**src/rtl/ecl_params.svh**
```systemverilog
// Constants of the EEPROM channel configuration loader
`ifndef ECL_PARAMS_SVH
`define ECL_PARAMS_SVH

// EEPROM layout
`define ECL_FLAG_ADDR 16'h0000
`define ECL_FLAG_REPL_BIT 4
`define ECL_FLAG_MAP_BIT 6
`define ECL_FIRST_SLOT 16'h0033
`define ECL_SLOT_HDR 16'h0003
`define ECL_CHAN_LEN 16'h004A
`define ECL_SHARED_LEN 16'h0002
`define ECL_CRC_LEN 16'h0001

// Offsets inside one channel set
`define ECL_OFF_BOOST 7'h00
`define ECL_OFF_CAP1 7'h01
`define ECL_OFF_OVR 7'h02
`define ECL_OFF_MISC 7'h03
`define ECL_OFF_CAP2 7'h04

// Channel register reset values
`define ECL_RST_BOOST 8'h00
`define ECL_RST_CAP1 8'h00
`define ECL_RST_OVR 8'h00
`define ECL_RST_MISC 8'h10
`define ECL_RST_CAP2 8'h0F

// Check value
`define ECL_CRC_POLY 8'h07
`define ECL_CRC_INIT 8'h00

// APB register offsets
`define ECL_REG_CTRL 8'h00
`define ECL_REG_STATUS 8'h04
`define ECL_REG_HDR 8'h08
`define ECL_REG_SHARED 8'h0C
`define ECL_REG_CHAN 8'h10
`define ECL_CHAN_STRIDE 8'h08

// Control fields and header register reset values
`define ECL_CTRL_START 0
`define ECL_CTRL_CRC_EN 1
`define ECL_RST_HDR_START 16'h0033
`define ECL_RST_HDR_CRC 8'h00

`endif

```
**src/rtl/ecl_pkg.sv**
```systemverilog
// Types of the EEPROM channel configuration loader
package ecl_pkg;

   typedef struct packed {
      logic [7:0] capSecond;
      logic [7:0] misc;
      logic [7:0] ovr;
      logic [7:0] capFirst;
      logic [7:0] boost;
   } ecl_chan_t;

   typedef struct packed {
      logic dataPathEnable;
      logic mapEnable;
      logic replicate;
      logic crcError;
      logic done;
      logic busy;
   } ecl_status_t;

   typedef enum logic [1:0] {
      ECL_IDLE,
      ECL_FLAGS,
      ECL_SLOT,
      ECL_DONE
   } ecl_state_t;

endpackage : ecl_pkg

```
**src/rtl/ecl_loader.sv**
```systemverilog
// EEPROM channel configuration loader with its byte FIFO and APB slave
//
// Design decisions made here: the placing of the registers and register access over APB.
`timescale 1ns/1ps
`include "ecl_params.svh"

// ***************************************************
// Byte FIFO
// ***************************************************
module ecl_fifo #(
   parameter int WIDTH = 8,
   parameter int DEPTH = 8
)(
   input wire logic mclk,
   input wire logic rstn,
   input wire logic inValid,
   input wire logic [WIDTH-1:0] inData,
   output logic inReady,
   output logic outValid,
   output logic [WIDTH-1:0] outData,
   input wire logic outReady
);
   localparam int PW = (DEPTH > 1) ? $clog2(DEPTH) : 1;
   localparam int CW = $clog2(DEPTH + 1);
   localparam logic [CW-1:0] FULL = CW'(DEPTH);

   logic [WIDTH-1:0] mem [DEPTH];
   logic [PW-1:0] wrPtr;
   logic [PW-1:0] rdPtr;
   logic [CW-1:0] count;
   logic push;
   logic pop;

   assign inReady = (count != FULL);
   assign outValid = (count != '0);
   assign outData = mem[rdPtr];
   assign push = inValid && inReady;
   assign pop = outValid && outReady;

   function automatic logic [PW-1:0] bump(input logic [PW-1:0] p);
      if (p == PW'(DEPTH - 1)) begin
         return '0;
      end
      return p + 1'b1;
   endfunction : bump

   always_ff @(posedge mclk) begin
      if (push) begin
         mem[wrPtr] <= inData;
      end
   end

   always_ff @(posedge mclk) begin
      if (!rstn) begin
         wrPtr <= '0;
         rdPtr <= '0;
         count <= '0;
      end else begin
         if (push) begin
            wrPtr <= bump(wrPtr);
         end
         if (pop) begin
            rdPtr <= bump(rdPtr);
         end
         if (push && !pop) begin
            count <= count + 1'b1;
         end else if (pop && !push) begin
            count <= count - 1'b1;
         end
      end
   end

endmodule : ecl_fifo

// ***************************************************
// Loader
// ***************************************************
// Notes on behaviour
// - Without headers first slot starts at 0x33
// - Replicate flag: one set for all channels
// - Two shared bytes follow the channel sets
// - Check byte ends slot; headers supply it instead
// - Each channel set is 74 bytes
// - Channel n base is start plus n*74
// - All channel sets share one field layout
// - Offset 0 copied whole into register 0x03
// - Register 0x03 holds four two-bit boost stages
// - Offset 1 bits 7:3 to 0x08 bits 4:0
// - Offset 1 bits 2:0 to 0x09 bits 7:5
// - Offset 3 bits 7:3 to 0x0A bits 4:0
// - Offset 3 bits 2:0 to 0x0B bits 4:2
// - Offset 4 bits 7:6 to 0x0B bits 1:0
// - Data path waits until loading finishes
// - Index above 0: start is 3 plus index times slot length
// - Compare check byte only when checking enabled
module ecl_loader
   import ecl_pkg::*;
#(
   parameter int CHANNELS = 4,
   parameter int APPLY_DIV = 4,
   parameter int FIFO_DEPTH = 8
)(
   input wire logic mclk,
   input wire logic rstn,
   input wire logic psel,
   input wire logic penable,
   input wire logic pwrite,
   input wire logic [7:0] paddr,
   input wire logic [31:0] pwdata,
   output logic [31:0] prdata,
   output logic pready,
   output logic pslverr,
   input wire logic [3:0] busAddrIndex,
   output logic eeReadReq,
   output logic [15:0] eeAddr,
   input wire logic eeValid,
   input wire logic [7:0] eeData,
   output ecl_chan_t [CHANNELS-1:0] chanCfg,
   output logic [15:0] sharedCfg,
   output logic loadDone,
   output logic crcError,
   output logic dataPathEnable
);
   localparam int DW = (APPLY_DIV > 1) ? $clog2(APPLY_DIV) : 1;
   localparam logic [2:0] NCH = 3'(CHANNELS);

   ecl_state_t state;
   logic autoStart;
   logic crcEnable;
   logic [15:0] hdrStart;
   logic [7:0] hdrCrc;
   logic replicate;
   logic mapEnable;
   logic [2:0] chanIdx;
   logic [6:0] chanOff;
   logic [1:0] tailCnt;
   logic [7:0] crcAcc;
   logic [15:0] reqLeft;
   logic [DW-1:0] divCnt;
   logic applyTick;
   logic fifoInReady;
   logic fifoOutValid;
   logic [7:0] fifoOutData;
   logic pop;
   logic startLoad;
   logic ctrlStart;
   logic flagPop;
   logic slotPop;
   logic inChan;
   logic lastByte;
   logic replNow;
   logic mapNow;
   logic [15:0] slotLen;
   logic [15:0] slotStart;
   logic [15:0] slotTotal;
   logic [7:0] crcNext;
   logic apbDone;
   logic apbWrite;

   // ***************************************************
   // Field scatter, common to every channel
   // ***************************************************
   function automatic ecl_chan_t apply_byte(input ecl_chan_t c,
      input logic [6:0] off, input logic [7:0] b);
      ecl_chan_t r;
      r = c;
      unique case (off)
         `ECL_OFF_BOOST: r.boost = b;
         `ECL_OFF_CAP1: begin
            r.capFirst[4:0] = b[7:3];
            r.ovr[7:5] = b[2:0];
         end
         `ECL_OFF_OVR: begin
            r.ovr[4:0] = b[7:3];
            r.misc[7:5] = b[2:0];
         end
         `ECL_OFF_MISC: begin
            r.misc[4:0] = b[7:3];
            r.capSecond[4:2] = b[2:0];
         end
         `ECL_OFF_CAP2: r.capSecond[1:0] = b[7:6];
         default: r = c;
      endcase
      return r;
   endfunction : apply_byte

   function automatic logic [7:0] crc_step(input logic [7:0] c,
      input logic [7:0] b);
      logic [7:0] r;
      r = c ^ b;
      for (int k = 0; k < 8; k++) begin
         r = r[7] ? ((r << 1) ^ `ECL_CRC_POLY) : (r << 1);
      end
      return r;
   endfunction : crc_step

   // ***************************************************
   // Slot geometry from the flag byte
   // ***************************************************
   assign replNow = fifoOutData[`ECL_FLAG_REPL_BIT];
   assign mapNow = fifoOutData[`ECL_FLAG_MAP_BIT];

   always_comb begin
      slotLen = (replNow ? `ECL_CHAN_LEN
                 : 16'(`ECL_CHAN_LEN * CHANNELS))
                + `ECL_SHARED_LEN + `ECL_CRC_LEN;
      if (mapNow) begin
         slotStart = hdrStart;
         slotTotal = slotLen - `ECL_CRC_LEN;
      end else begin
         if (busAddrIndex == 4'h0) begin
            slotStart = `ECL_FIRST_SLOT;
         end else begin
            slotStart = `ECL_SLOT_HDR
               + 16'(busAddrIndex * slotLen);
         end
         slotTotal = slotLen;
      end
   end

   // ***************************************************
   // Apply-rate divider; a slow apply lets the FIFO fill
   // ***************************************************
   assign applyTick = (divCnt == '0);

   always_ff @(posedge mclk) begin
      if (!rstn) begin
         divCnt <= '0;
      end else if (divCnt == DW'(APPLY_DIV - 1)) begin
         divCnt <= '0;
      end else begin
         divCnt <= divCnt + 1'b1;
      end
   end

   assign pop = fifoOutValid && applyTick
      && (state == ECL_FLAGS || state == ECL_SLOT);
   assign flagPop = pop && (state == ECL_FLAGS);
   assign slotPop = pop && (state == ECL_SLOT);
   assign inChan = chanIdx < (replicate ? 3'h1 : NCH);
   assign lastByte = slotPop && !inChan
      && (tailCnt == (mapEnable ? 2'h1 : 2'h2));
   assign crcNext = crc_step(crcAcc, fifoOutData);
   assign startLoad = (autoStart || ctrlStart)
      && (state == ECL_IDLE || state == ECL_DONE);

   ecl_fifo #(
      .WIDTH(8),
      .DEPTH(FIFO_DEPTH)
   ) u_fifo (
      .mclk(mclk),
      .rstn(rstn),
      .inValid(eeReadReq && eeValid),
      .inData(eeData),
      .inReady(fifoInReady),
      .outValid(fifoOutValid),
      .outData(fifoOutData),
      .outReady(pop)
   );

   // ***************************************************
   // EEPROM byte requests, one outstanding at a time
   // ***************************************************
   always_ff @(posedge mclk) begin
      if (!rstn) begin
         eeReadReq <= 1'b0;
         eeAddr <= '0;
         reqLeft <= '0;
      end else if (startLoad) begin
         eeReadReq <= 1'b0;
         eeAddr <= `ECL_FLAG_ADDR;
         reqLeft <= 16'h0001;
      end else if (flagPop) begin
         eeAddr <= slotStart;
         reqLeft <= slotTotal;
      end else if (eeReadReq && eeValid) begin
         eeReadReq <= 1'b0;
         eeAddr <= eeAddr + 1'b1;
         reqLeft <= reqLeft - 1'b1;
      end else if (!eeReadReq && reqLeft != '0 && fifoInReady) begin
         // Asking only with room spare keeps the FIFO from overflowing
         eeReadReq <= 1'b1;
      end
   end

   // ***************************************************
   // Sequencer
   // ***************************************************
   always_ff @(posedge mclk) begin
      if (!rstn) begin
         state <= ECL_IDLE;
         autoStart <= 1'b1;
         replicate <= 1'b0;
         mapEnable <= 1'b0;
         chanIdx <= '0;
         chanOff <= '0;
         tailCnt <= '0;
      end else begin
         if (startLoad) begin
            autoStart <= 1'b0;
            state <= ECL_FLAGS;
            chanIdx <= '0;
            chanOff <= '0;
            tailCnt <= '0;
         end else if (flagPop) begin
            replicate <= replNow;
            mapEnable <= mapNow;
            state <= ECL_SLOT;
         end else if (slotPop) begin
            if (inChan) begin
               if (chanOff == 7'(`ECL_CHAN_LEN - 1)) begin
                  chanOff <= '0;
                  chanIdx <= chanIdx + 1'b1;
               end else begin
                  chanOff <= chanOff + 1'b1;
               end
            end else begin
               tailCnt <= tailCnt + 1'b1;
            end
            if (lastByte) begin
               state <= ECL_DONE;
            end
         end
      end
   end

   // ***************************************************
   // Check value
   // ***************************************************
   always_ff @(posedge mclk) begin
      if (!rstn) begin
         crcAcc <= `ECL_CRC_INIT;
         crcError <= 1'b0;
      end else if (startLoad) begin
         crcAcc <= `ECL_CRC_INIT;
         crcError <= 1'b0;
      end else if (lastByte) begin
         if (mapEnable) begin
            crcError <= crcEnable && (crcNext != hdrCrc);
         end else begin
            crcError <= crcEnable && (crcAcc != fifoOutData);
         end
      end else if (slotPop) begin
         crcAcc <= crcNext;
      end
   end

   // ***************************************************
   // Completion gates the data path
   // ***************************************************
   always_ff @(posedge mclk) begin
      if (!rstn) begin
         loadDone <= 1'b0;
         dataPathEnable <= 1'b0;
      end else if (startLoad) begin
         loadDone <= 1'b0;
         dataPathEnable <= 1'b0;
      end else if (lastByte) begin
         loadDone <= 1'b1;
         dataPathEnable <= 1'b1;
      end
   end

   // ***************************************************
   // Shared register bytes
   // ***************************************************
   always_ff @(posedge mclk) begin
      if (!rstn) begin
         sharedCfg <= '0;
      end else if (slotPop && !inChan && tailCnt == 2'h0) begin
         sharedCfg[7:0] <= fifoOutData;
      end else if (slotPop && !inChan && tailCnt == 2'h1) begin
         sharedCfg[15:8] <= fifoOutData;
      end
   end

   // ***************************************************
   // Per-channel configuration registers
   // ***************************************************
   generate
      for (genvar i = 0; i < CHANNELS; i++) begin : g_chan
         always_ff @(posedge mclk) begin
            if (!rstn) begin
               chanCfg[i].boost <= `ECL_RST_BOOST;
               chanCfg[i].capFirst <= `ECL_RST_CAP1;
               chanCfg[i].ovr <= `ECL_RST_OVR;
               chanCfg[i].misc <= `ECL_RST_MISC;
               chanCfg[i].capSecond <= `ECL_RST_CAP2;
            end else if (slotPop && inChan
                         && (replicate || chanIdx == 3'(i))) begin
               // Same scatter for every set, replicated or not
               chanCfg[i] <= apply_byte(chanCfg[i], chanOff,
                  fifoOutData);
            end
         end
      end
   endgenerate

   // ***************************************************
   // APB slave, one wait state per transfer
   // ***************************************************
   function automatic logic addr_ok(input logic [7:0] a);
      return (a < (`ECL_REG_CHAN + 8'(CHANNELS) * `ECL_CHAN_STRIDE))
         && (a[1:0] == 2'b00);
   endfunction : addr_ok

   function automatic logic [31:0] read_word(input logic [7:0] a);
      logic [7:0] rel;
      logic [2:0] ch;
      ecl_status_t st;
      rel = a - `ECL_REG_CHAN;
      ch = rel[5:3];
      st = '{dataPathEnable, mapEnable, replicate, crcError,
             loadDone, state != ECL_IDLE && state != ECL_DONE};
      unique case (a)
         `ECL_REG_CTRL: return {30'h0, crcEnable, 1'b0};
         `ECL_REG_STATUS: return {26'h0, st};
         `ECL_REG_HDR: return {8'h0, hdrCrc, hdrStart};
         `ECL_REG_SHARED: return {16'h0, sharedCfg};
         default: begin
            if (a < `ECL_REG_CHAN || !addr_ok(a)) begin
               return 32'h0;
            end
            if (rel[2]) begin
               return {24'h0, chanCfg[ch].capSecond};
            end
            return {chanCfg[ch].misc, chanCfg[ch].ovr,
                    chanCfg[ch].capFirst, chanCfg[ch].boost};
         end
      endcase
   endfunction : read_word

   assign apbDone = psel && penable && pready;
   assign apbWrite = apbDone && pwrite && !pslverr;
   assign ctrlStart = apbWrite && (paddr == `ECL_REG_CTRL)
      && pwdata[`ECL_CTRL_START];

   always_ff @(posedge mclk) begin
      if (!rstn) begin
         pready <= 1'b0;
         pslverr <= 1'b0;
         prdata <= '0;
      end else begin
         pready <= psel && penable && !pready;
         if (psel && penable && !pready) begin
            pslverr <= !addr_ok(paddr);
            prdata <= pwrite ? 32'h0 : read_word(paddr);
         end else begin
            pslverr <= 1'b0;
            prdata <= '0;
         end
      end
   end

   always_ff @(posedge mclk) begin
      if (!rstn) begin
         crcEnable <= 1'b0;
         hdrStart <= `ECL_RST_HDR_START;
         hdrCrc <= `ECL_RST_HDR_CRC;
      end else if (apbWrite && paddr == `ECL_REG_CTRL) begin
         crcEnable <= pwdata[`ECL_CTRL_CRC_EN];
      end else if (apbWrite && paddr == `ECL_REG_HDR) begin
         hdrStart <= pwdata[15:0];
         hdrCrc <= pwdata[23:16];
      end
   end

endmodule : ecl_loader

```
**config.mk**
```make
export PLATFORM = sky130hd
export DESIGN_NAME = ecl_loader
export DESIGN_NICKNAME = d
export VERILOG_FILES = /design/src/rtl/ecl_pkg.sv /design/src/rtl/ecl_loader.sv
export VERILOG_INCLUDE_DIRS = /design/src /design/src/rtl
export SDC_FILE = /design/constraint.sdc
export NUM_CORES = 1
export LEC_CHECK = 0
export BUFFER_PORTS_ARGS = -buffer_cell sky130_fd_sc_hd__buf_2
export CAP_MARGIN = 15
export CORE_ASPECT_RATIO = 1.1
export CORE_MARGIN = 2
export CORE_UTILIZATION = 51
export CTS_CLUSTER_SIZE = 40
export DETAILED_ROUTE_END_ITERATION = 10
export GPL_TIMING_DRIVEN = 1
export HOLD_SLACK_MARGIN = 0.15
export PLACE_DENSITY = 0.76
export SETUP_SLACK_MARGIN = 0.5
export SLEW_MARGIN = 20
export SYNTH_ARGS = -nofsm -noshare
export SYNTH_HDL_FRONTEND = slang
export SYNTH_HIERARCHICAL = 1
export SYNTH_SLANG_ARGS = --single-unit
```
**constraint.sdc**
```tcl
create_clock -name mclk -period 4.6 [get_ports mclk]
set_clock_uncertainty 0.2 [all_clocks]
set_input_delay 0.92 -clock mclk [delete_from_list [all_inputs] [get_ports mclk]]
set_output_delay 0.92 -clock mclk [all_outputs]
set_load 0.01 [all_outputs]
```
# Word-level counts from Yosys, hierarchy flattened

Memory sizes are Yosys's and may differ from the RTL's. A register that Yosys moved wholly into a read port is not among the register bits.
Cells that the tools add are included.

Add/sub/neg operators: 15
Multipliers: 1
Magnitude comparators: 4
Eq/ne operators: 23
Mux-type cells: 59
Bitwise operators: 17
Reduce and logical (&&, ||, !) cells: 102

Operators with widths:

| operator              | number |
|---|---|
| $mux 32               | 4 |
| $pmux 32 s4           | 1 |
| $mux 16               | 7 |
| $bmux 40 s2           | 1 |
| $reduce_and 2->1      | 28 |
| $mux 3                | 15 |
| $mux 40               | 1 |
| $logic_and 1x1->1     | 33 |
| $not 3->3             | 8 |
| $mux 1                | 22 |
| $add 16x1->16 const B | 1 |
| $add 2x15->16 const A | 1 |
| $eq 8x4->1 const B    | 2 |
| $ne 8x8->1            | 2 |
| $reduce_bool 16->1    | 1 |
| $sub 16x1->16 const B | 1 |
| $mul 4x11->15         | 1 |
| $eq 7x2->1 const B    | 2 |
| $reduce_bool 2->1     | 6 |
| $sub 11x1->12 const B | 1 |
| $add 10x1->11 const B | 1 |
| $add 9x2->10 const B  | 1 |
| $add 3x1->3 const B   | 3 |
| $mux 9                | 1 |
| other kinds (40)      | 77 |

Flip-flop bits (word level): 283
Memory bits (writable): 64
Bits of input ports: 58
Output and inout bits: 230
Word-level logic and storage cells: 281
Memories: 1

Memories:

| name       | depth | bits a word | rd ports | clocked after Yosys merged registers in | write ports | RTL line         | source |
|---|---|---|---|---|---|---|---|
| u_fifo.mem | 8     | 8           | 1        | 1                                       | 1           | ecl_loader.sv:27 | `logic [WIDTH-1:0] mem [DEPTH];` |

# Logic depth before layout (Yosys ltp)

Word-level depth: 20
Depth in mapped cells: 18
Gate-level depth less buffers: 14

# By module

The synthesis kept the hierarchy.

By module, submodules not included:

| module     | times used | cells an instance | area each (um^2) | seq. area each (um^2) |
|---|---|---|---|---|
| ecl_loader | 1          | 1375              | 13674.4          | 5465.2 |
| ecl_fifo   | 1          | 168               | 3155.5           | 2182.1 |

# Worst setup path after synthesis

No wires, ideal clock.

Path kind: reg2reg
From: register with a tool-made name
To: register eeAddr[12]
Setup time: 0.116 ns
Arrival: 4.330 ns
Required time: 4.284 ns
Slack: -0.046 ns
Cell stages (with the launch flop): 19
Buffers on the path: 5
Period minus slack after synthesis: 4.646 ns
Cell sequence: dfxtp_1 buf_6 buf_12 mux4_1 mux2_2 clkbuf_1 clkbuf_1 a21oi_1 inv_1 ha_1 clkbuf_1 fa_1 ha_1 o21a_1 o21a_1 o211a_1 a221oi_1 o21ai_0 a41o_1

RTL lines:

| item                 | RTL line          | source |
|---|---|---|
| end signal, assigned | ecl_loader.sv:271 | `` eeAddr <= `ECL_FLAG_ADDR; `` |
| end signal, assigned | ecl_loader.sv:274 | `eeAddr <= slotStart;` |
| end signal, assigned | ecl_loader.sv:278 | `eeAddr <= eeAddr + 1'b1;` |
| end, declared        | ecl_loader.sv:115 | `output logic [15:0] eeAddr,` |

==> results by group <==
Setup path
  • FF-to-FF setup slack: 570 ps
  • Crit-path slowest cell: mux4_2
  • Reg2reg end: eeAddr[12]$_SDFFE_PP0P_
  • Crit end category: flip-flop
  • CP most frequent cell: o21ai_1
  • Worst R2R Path Depth: 12
  • CP cell instances: mux4_2 -> mux2_4 -> and2_4 -> fa_1 -> fa_2 -> ha_4 -> or2_4 -> a211oi_2 -> o21ai_1 -> a221oi_2 -> o21ai_1 -> a41o_1
  • Nature of the critical path startpoint: flip-flop
  • Crit path arrival time: 4250 ps
  • Max incr delay on CP: 500 ps
  • Crit path kind: reg -> reg
  • CP Max Fanout: 7
  • CP required: 4820 ps

Synthesis
  • Count leader, synth: dfxtp_1
  • Top-area cell type share of the netlist area: 34.0%
  • Fraction of registers with async set/reset: 0%
  • Commonest register cell after synthesis: dfxtp_1
  • Top cells by count, synth: dfxtp_1, mux2i_1, nand2_1
  • Netlist cell types: 83
  • Ys Warns: 6
  • Area contributors post-synth: dfxtp_1, edfxtp_1, mux2i_1
  • Post-synthesis sequential area ratio: 45.4%
  • Synth Register Bits: 350
  • Cell taking the most area after synthesis: dfxtp_1
  • Post-synthesis cell count: 1543
  • Syn Std Cell Area: 16800 sq um
  • Mean cell area of the mapped netlist: 10.9 sq um
  • Number of synthesized flops with an enable pin: 64

STA
  • Final period utilization: 87.7%
  • Tmin final: 4030 ps
  • Worst Tran Pin Value: 1010 ps
  • Final hold violation count: 0
  • Slew headroom: 32.5%
  • Fmax: 0.248 GHz
  • Final setup violation count: 0
  • RSZ-0062 raised after global routing: yes
  • Setup TNS: 0 ps
  • Fin. max-slew vios: 0

Cells and area
  • Synthesis-to-finish area growth: 17.3%
  • Filler Cells Inserted: 2650
  • Cell area after layout: 19700 sq um
  • Proportion of layout cells with a drive suffix above 1: 25.0%
  • Nets@finish: 1895
  • # diodes: 0

Placed design
  • Placed inst area: 18400 sq um
  • Port Buffers: 255
  • DP Wirelength: 33000 um
  • Routability cong.: 0.923

Clock tree
  • Max clock buf depth: 3
  • Cts bufs inserted: 38
  • Clk sinks: 350
  • Reg clk slew, reported paths: 60 ps
  • CTS root buffer: clkbuf_16
  • CTS tree: built
  • # H-tree levels: 2
  • Clk_lat worst skew: 520 ps

Routing
  • Wire length per cell: 21.0 um
  • Routed Antenna Nets: 0
  • Remaining DRCs: 0
  • Vias: 12700
  • Drt via density: 5.68
  • Routed wire length: 46900 um
  • 1st-iter DRT viols: 938
  • 1st-pass router iterations: 5

Floorplanning
  • Full die area: 34500 sq um
  • Die X: 177 um
  • IO Pins: 288
  • Rows: 69
  • Core Footprint: 32400 sq um
  • Die Y: 195 um
  • Initial Util: 52.0%

Pwr
  • Pwr dens: 373 nW/um^2
  • Static leakage: 0.00808 uW
  • Peak supply drop: 0.292 mV

Min path
  • Min-delay src: divCnt[0]$_SDFF_PP0_
  • HP Class: reg -> reg
  • Hold Path End: divCnt[0]$_SDFF_PP0_
  • Hold path cells: 1

Global route
  • GRT Total Usage: 26.8%
  • Largest net degree at the start of global routing: 119
  • Vias in the first global route: 12500
  • First-pass GRT wire length: 71800 um
  • Initial antenna violation count: 0
  • Total gr overflow: 0

Run
  • # Max-Cap Violations: 0

Run status
  • Status: complete, no violations
==> area by class of cell <==
class                           count  area (sq um)  share of cell area, %
Clock buffer                       55          1080                   5.46
Clock inverter                     11          96.3                  0.488
Inverter                           39           146                  0.741
Multi-Input combinational cell   1070          8720                   44.2
Sequential cell                   350          7650                   38.8
Tap cell                          426           533                   2.70
Timing Repair Buffer              285          1520                   7.68
==> placed cells by master, fill, tap and decap left out, drive strengths merged, types with 10 or more instances in the layout <==
| master | netlist | layout |
|---|---|---|
| edfxtp | 64 | 64 |
| buf | 52 | 285 |
| nor2 | 88 | 88 |
| and2 | 16 | 16 |
| clkbuf | 57 | 55 |
| ha | 46 | 46 |
| o21ai | 34 | 34 |
| nor3 | 19 | 19 |
| nor2b | 131 | 131 |
| dfxtp | 286 | 286 |
| nand2 | 140 | 140 |
| a211oi | 12 | 12 |
| a21o | 10 | 10 |
| a22oi | 14 | 14 |
| nand4 | 10 | 10 |
| a21oi | 32 | 32 |
| nand2b | 11 | 11 |
| xnor2 | 44 | 44 |
| mux2i | 157 | 157 |
| inv | 38 | 40 |
| nor4 | 13 | 13 |
| and3 | 11 | 11 |
| a21boi | 37 | 37 |
| nand3 | 37 | 37 |
| mux4 | 51 | 51 |
| conb | 2 | 27 |
| mux2 | 11 | 11 |
| xor2 | 30 | 30 |
==> sequential cells by signal (all words and copies together) (netlist names), 16 cells and up, named ones only <==
| name | count |
|---|---|
| chanCfg | 136 |
| u_fifo/mem | 64 |
| prdata | 32 |
| eeAddr | 16 |
| hdrStart | 16 |
| reqLeft | 16 |
| sharedCfg | 16 |
==> where the power goes <==
group | total [uW] | switching, uW | internal, uW
registers | 3260 | 71.6 | 3190
clock network | 2910 | 1220 | 1690
logic | 1200 | 710 | 486
total | 7370 | 2000 | 5370
==> metrics by stage <==
stage | setup WS, ps | utilization, % | power (uW) | std cells | hold slack, ps
floorplan | 316 | - | 4150 | 1568 | 225
global placement | 456 | 56.9 | 4410 | 2165 | 233
detailed placement | 317 | 56.9 | 4440 | 2165 | 249
global route | 462 | 61.0 | 7640 | 2236 | 283
finish | 565 | 61.0 | 7370 | 2236 | 253
CTS | 528 | 60.6 | 7340 | 2231 | 256
==> worst max-delay path by stage <==
stage | start | end | cells past startpoint
2_1_floorplan | flip-flop | eeAddr[12]$_SDFFE_PP0P_ | 18
3_5_place_dp | flip-flop | eeAddr[12]$_SDFFE_PP0P_ | 11
3_3_place_gp | flip-flop | eeAddr[12]$_SDFFE_PP0P_ | 11
4_1_cts | flip-flop | eeAddr[12]$_SDFFE_PP0P_ | 12
6_report | flip-flop | eeAddr[12]$_SDFFE_PP0P_ | 12
5_1_grt | flip-flop | eeAddr[12]$_SDFFE_PP0P_ | 12
==> per-layer routing <==
metal  GRT usage, %  part of all wire [%]  up-vias
met4           11.4                   4.4        0
met3           4.56                   7.2      109
met2           44.5                    48      514
li1               -                     -     5885
met5              0                     0        -
met1           34.2                    41     6182
==> critical path: cells and delay by family (launching register included) <==
| family | cells | cell delay [ps] |
|---|---|---|
| AO/OA/AOI/OAI | 5 | 990 |
| multiplexers | 2 | 900 |
| AND/OR/NAND/NOR | 2 | 450 |
| adder cells (fa/ha/maj) | 3 | 1030 |
| flip-flops | 1 | 370 |
==> timing repair <==
item | in CTS | in global routing
buffers inserted | 0 | 5
pin swaps | 2 | 14
gates resized for setup | 13 | 14
hold buffers | 0 | 0
setup endpoints to repair | 5 | 7
==> kinds of logic after synthesis <==
family,synth area share (%)
AOI/OAI and AO/OA,7.67
xor gates and xnor gates,4.04
adders and majority gates,4.25
buffers and inverters,4.13
DFF,45.4
muxes,17.2
other,0.0446
and+or+nand+nor,17.2
No activity file was read; power rests on OpenSTA's default activity.
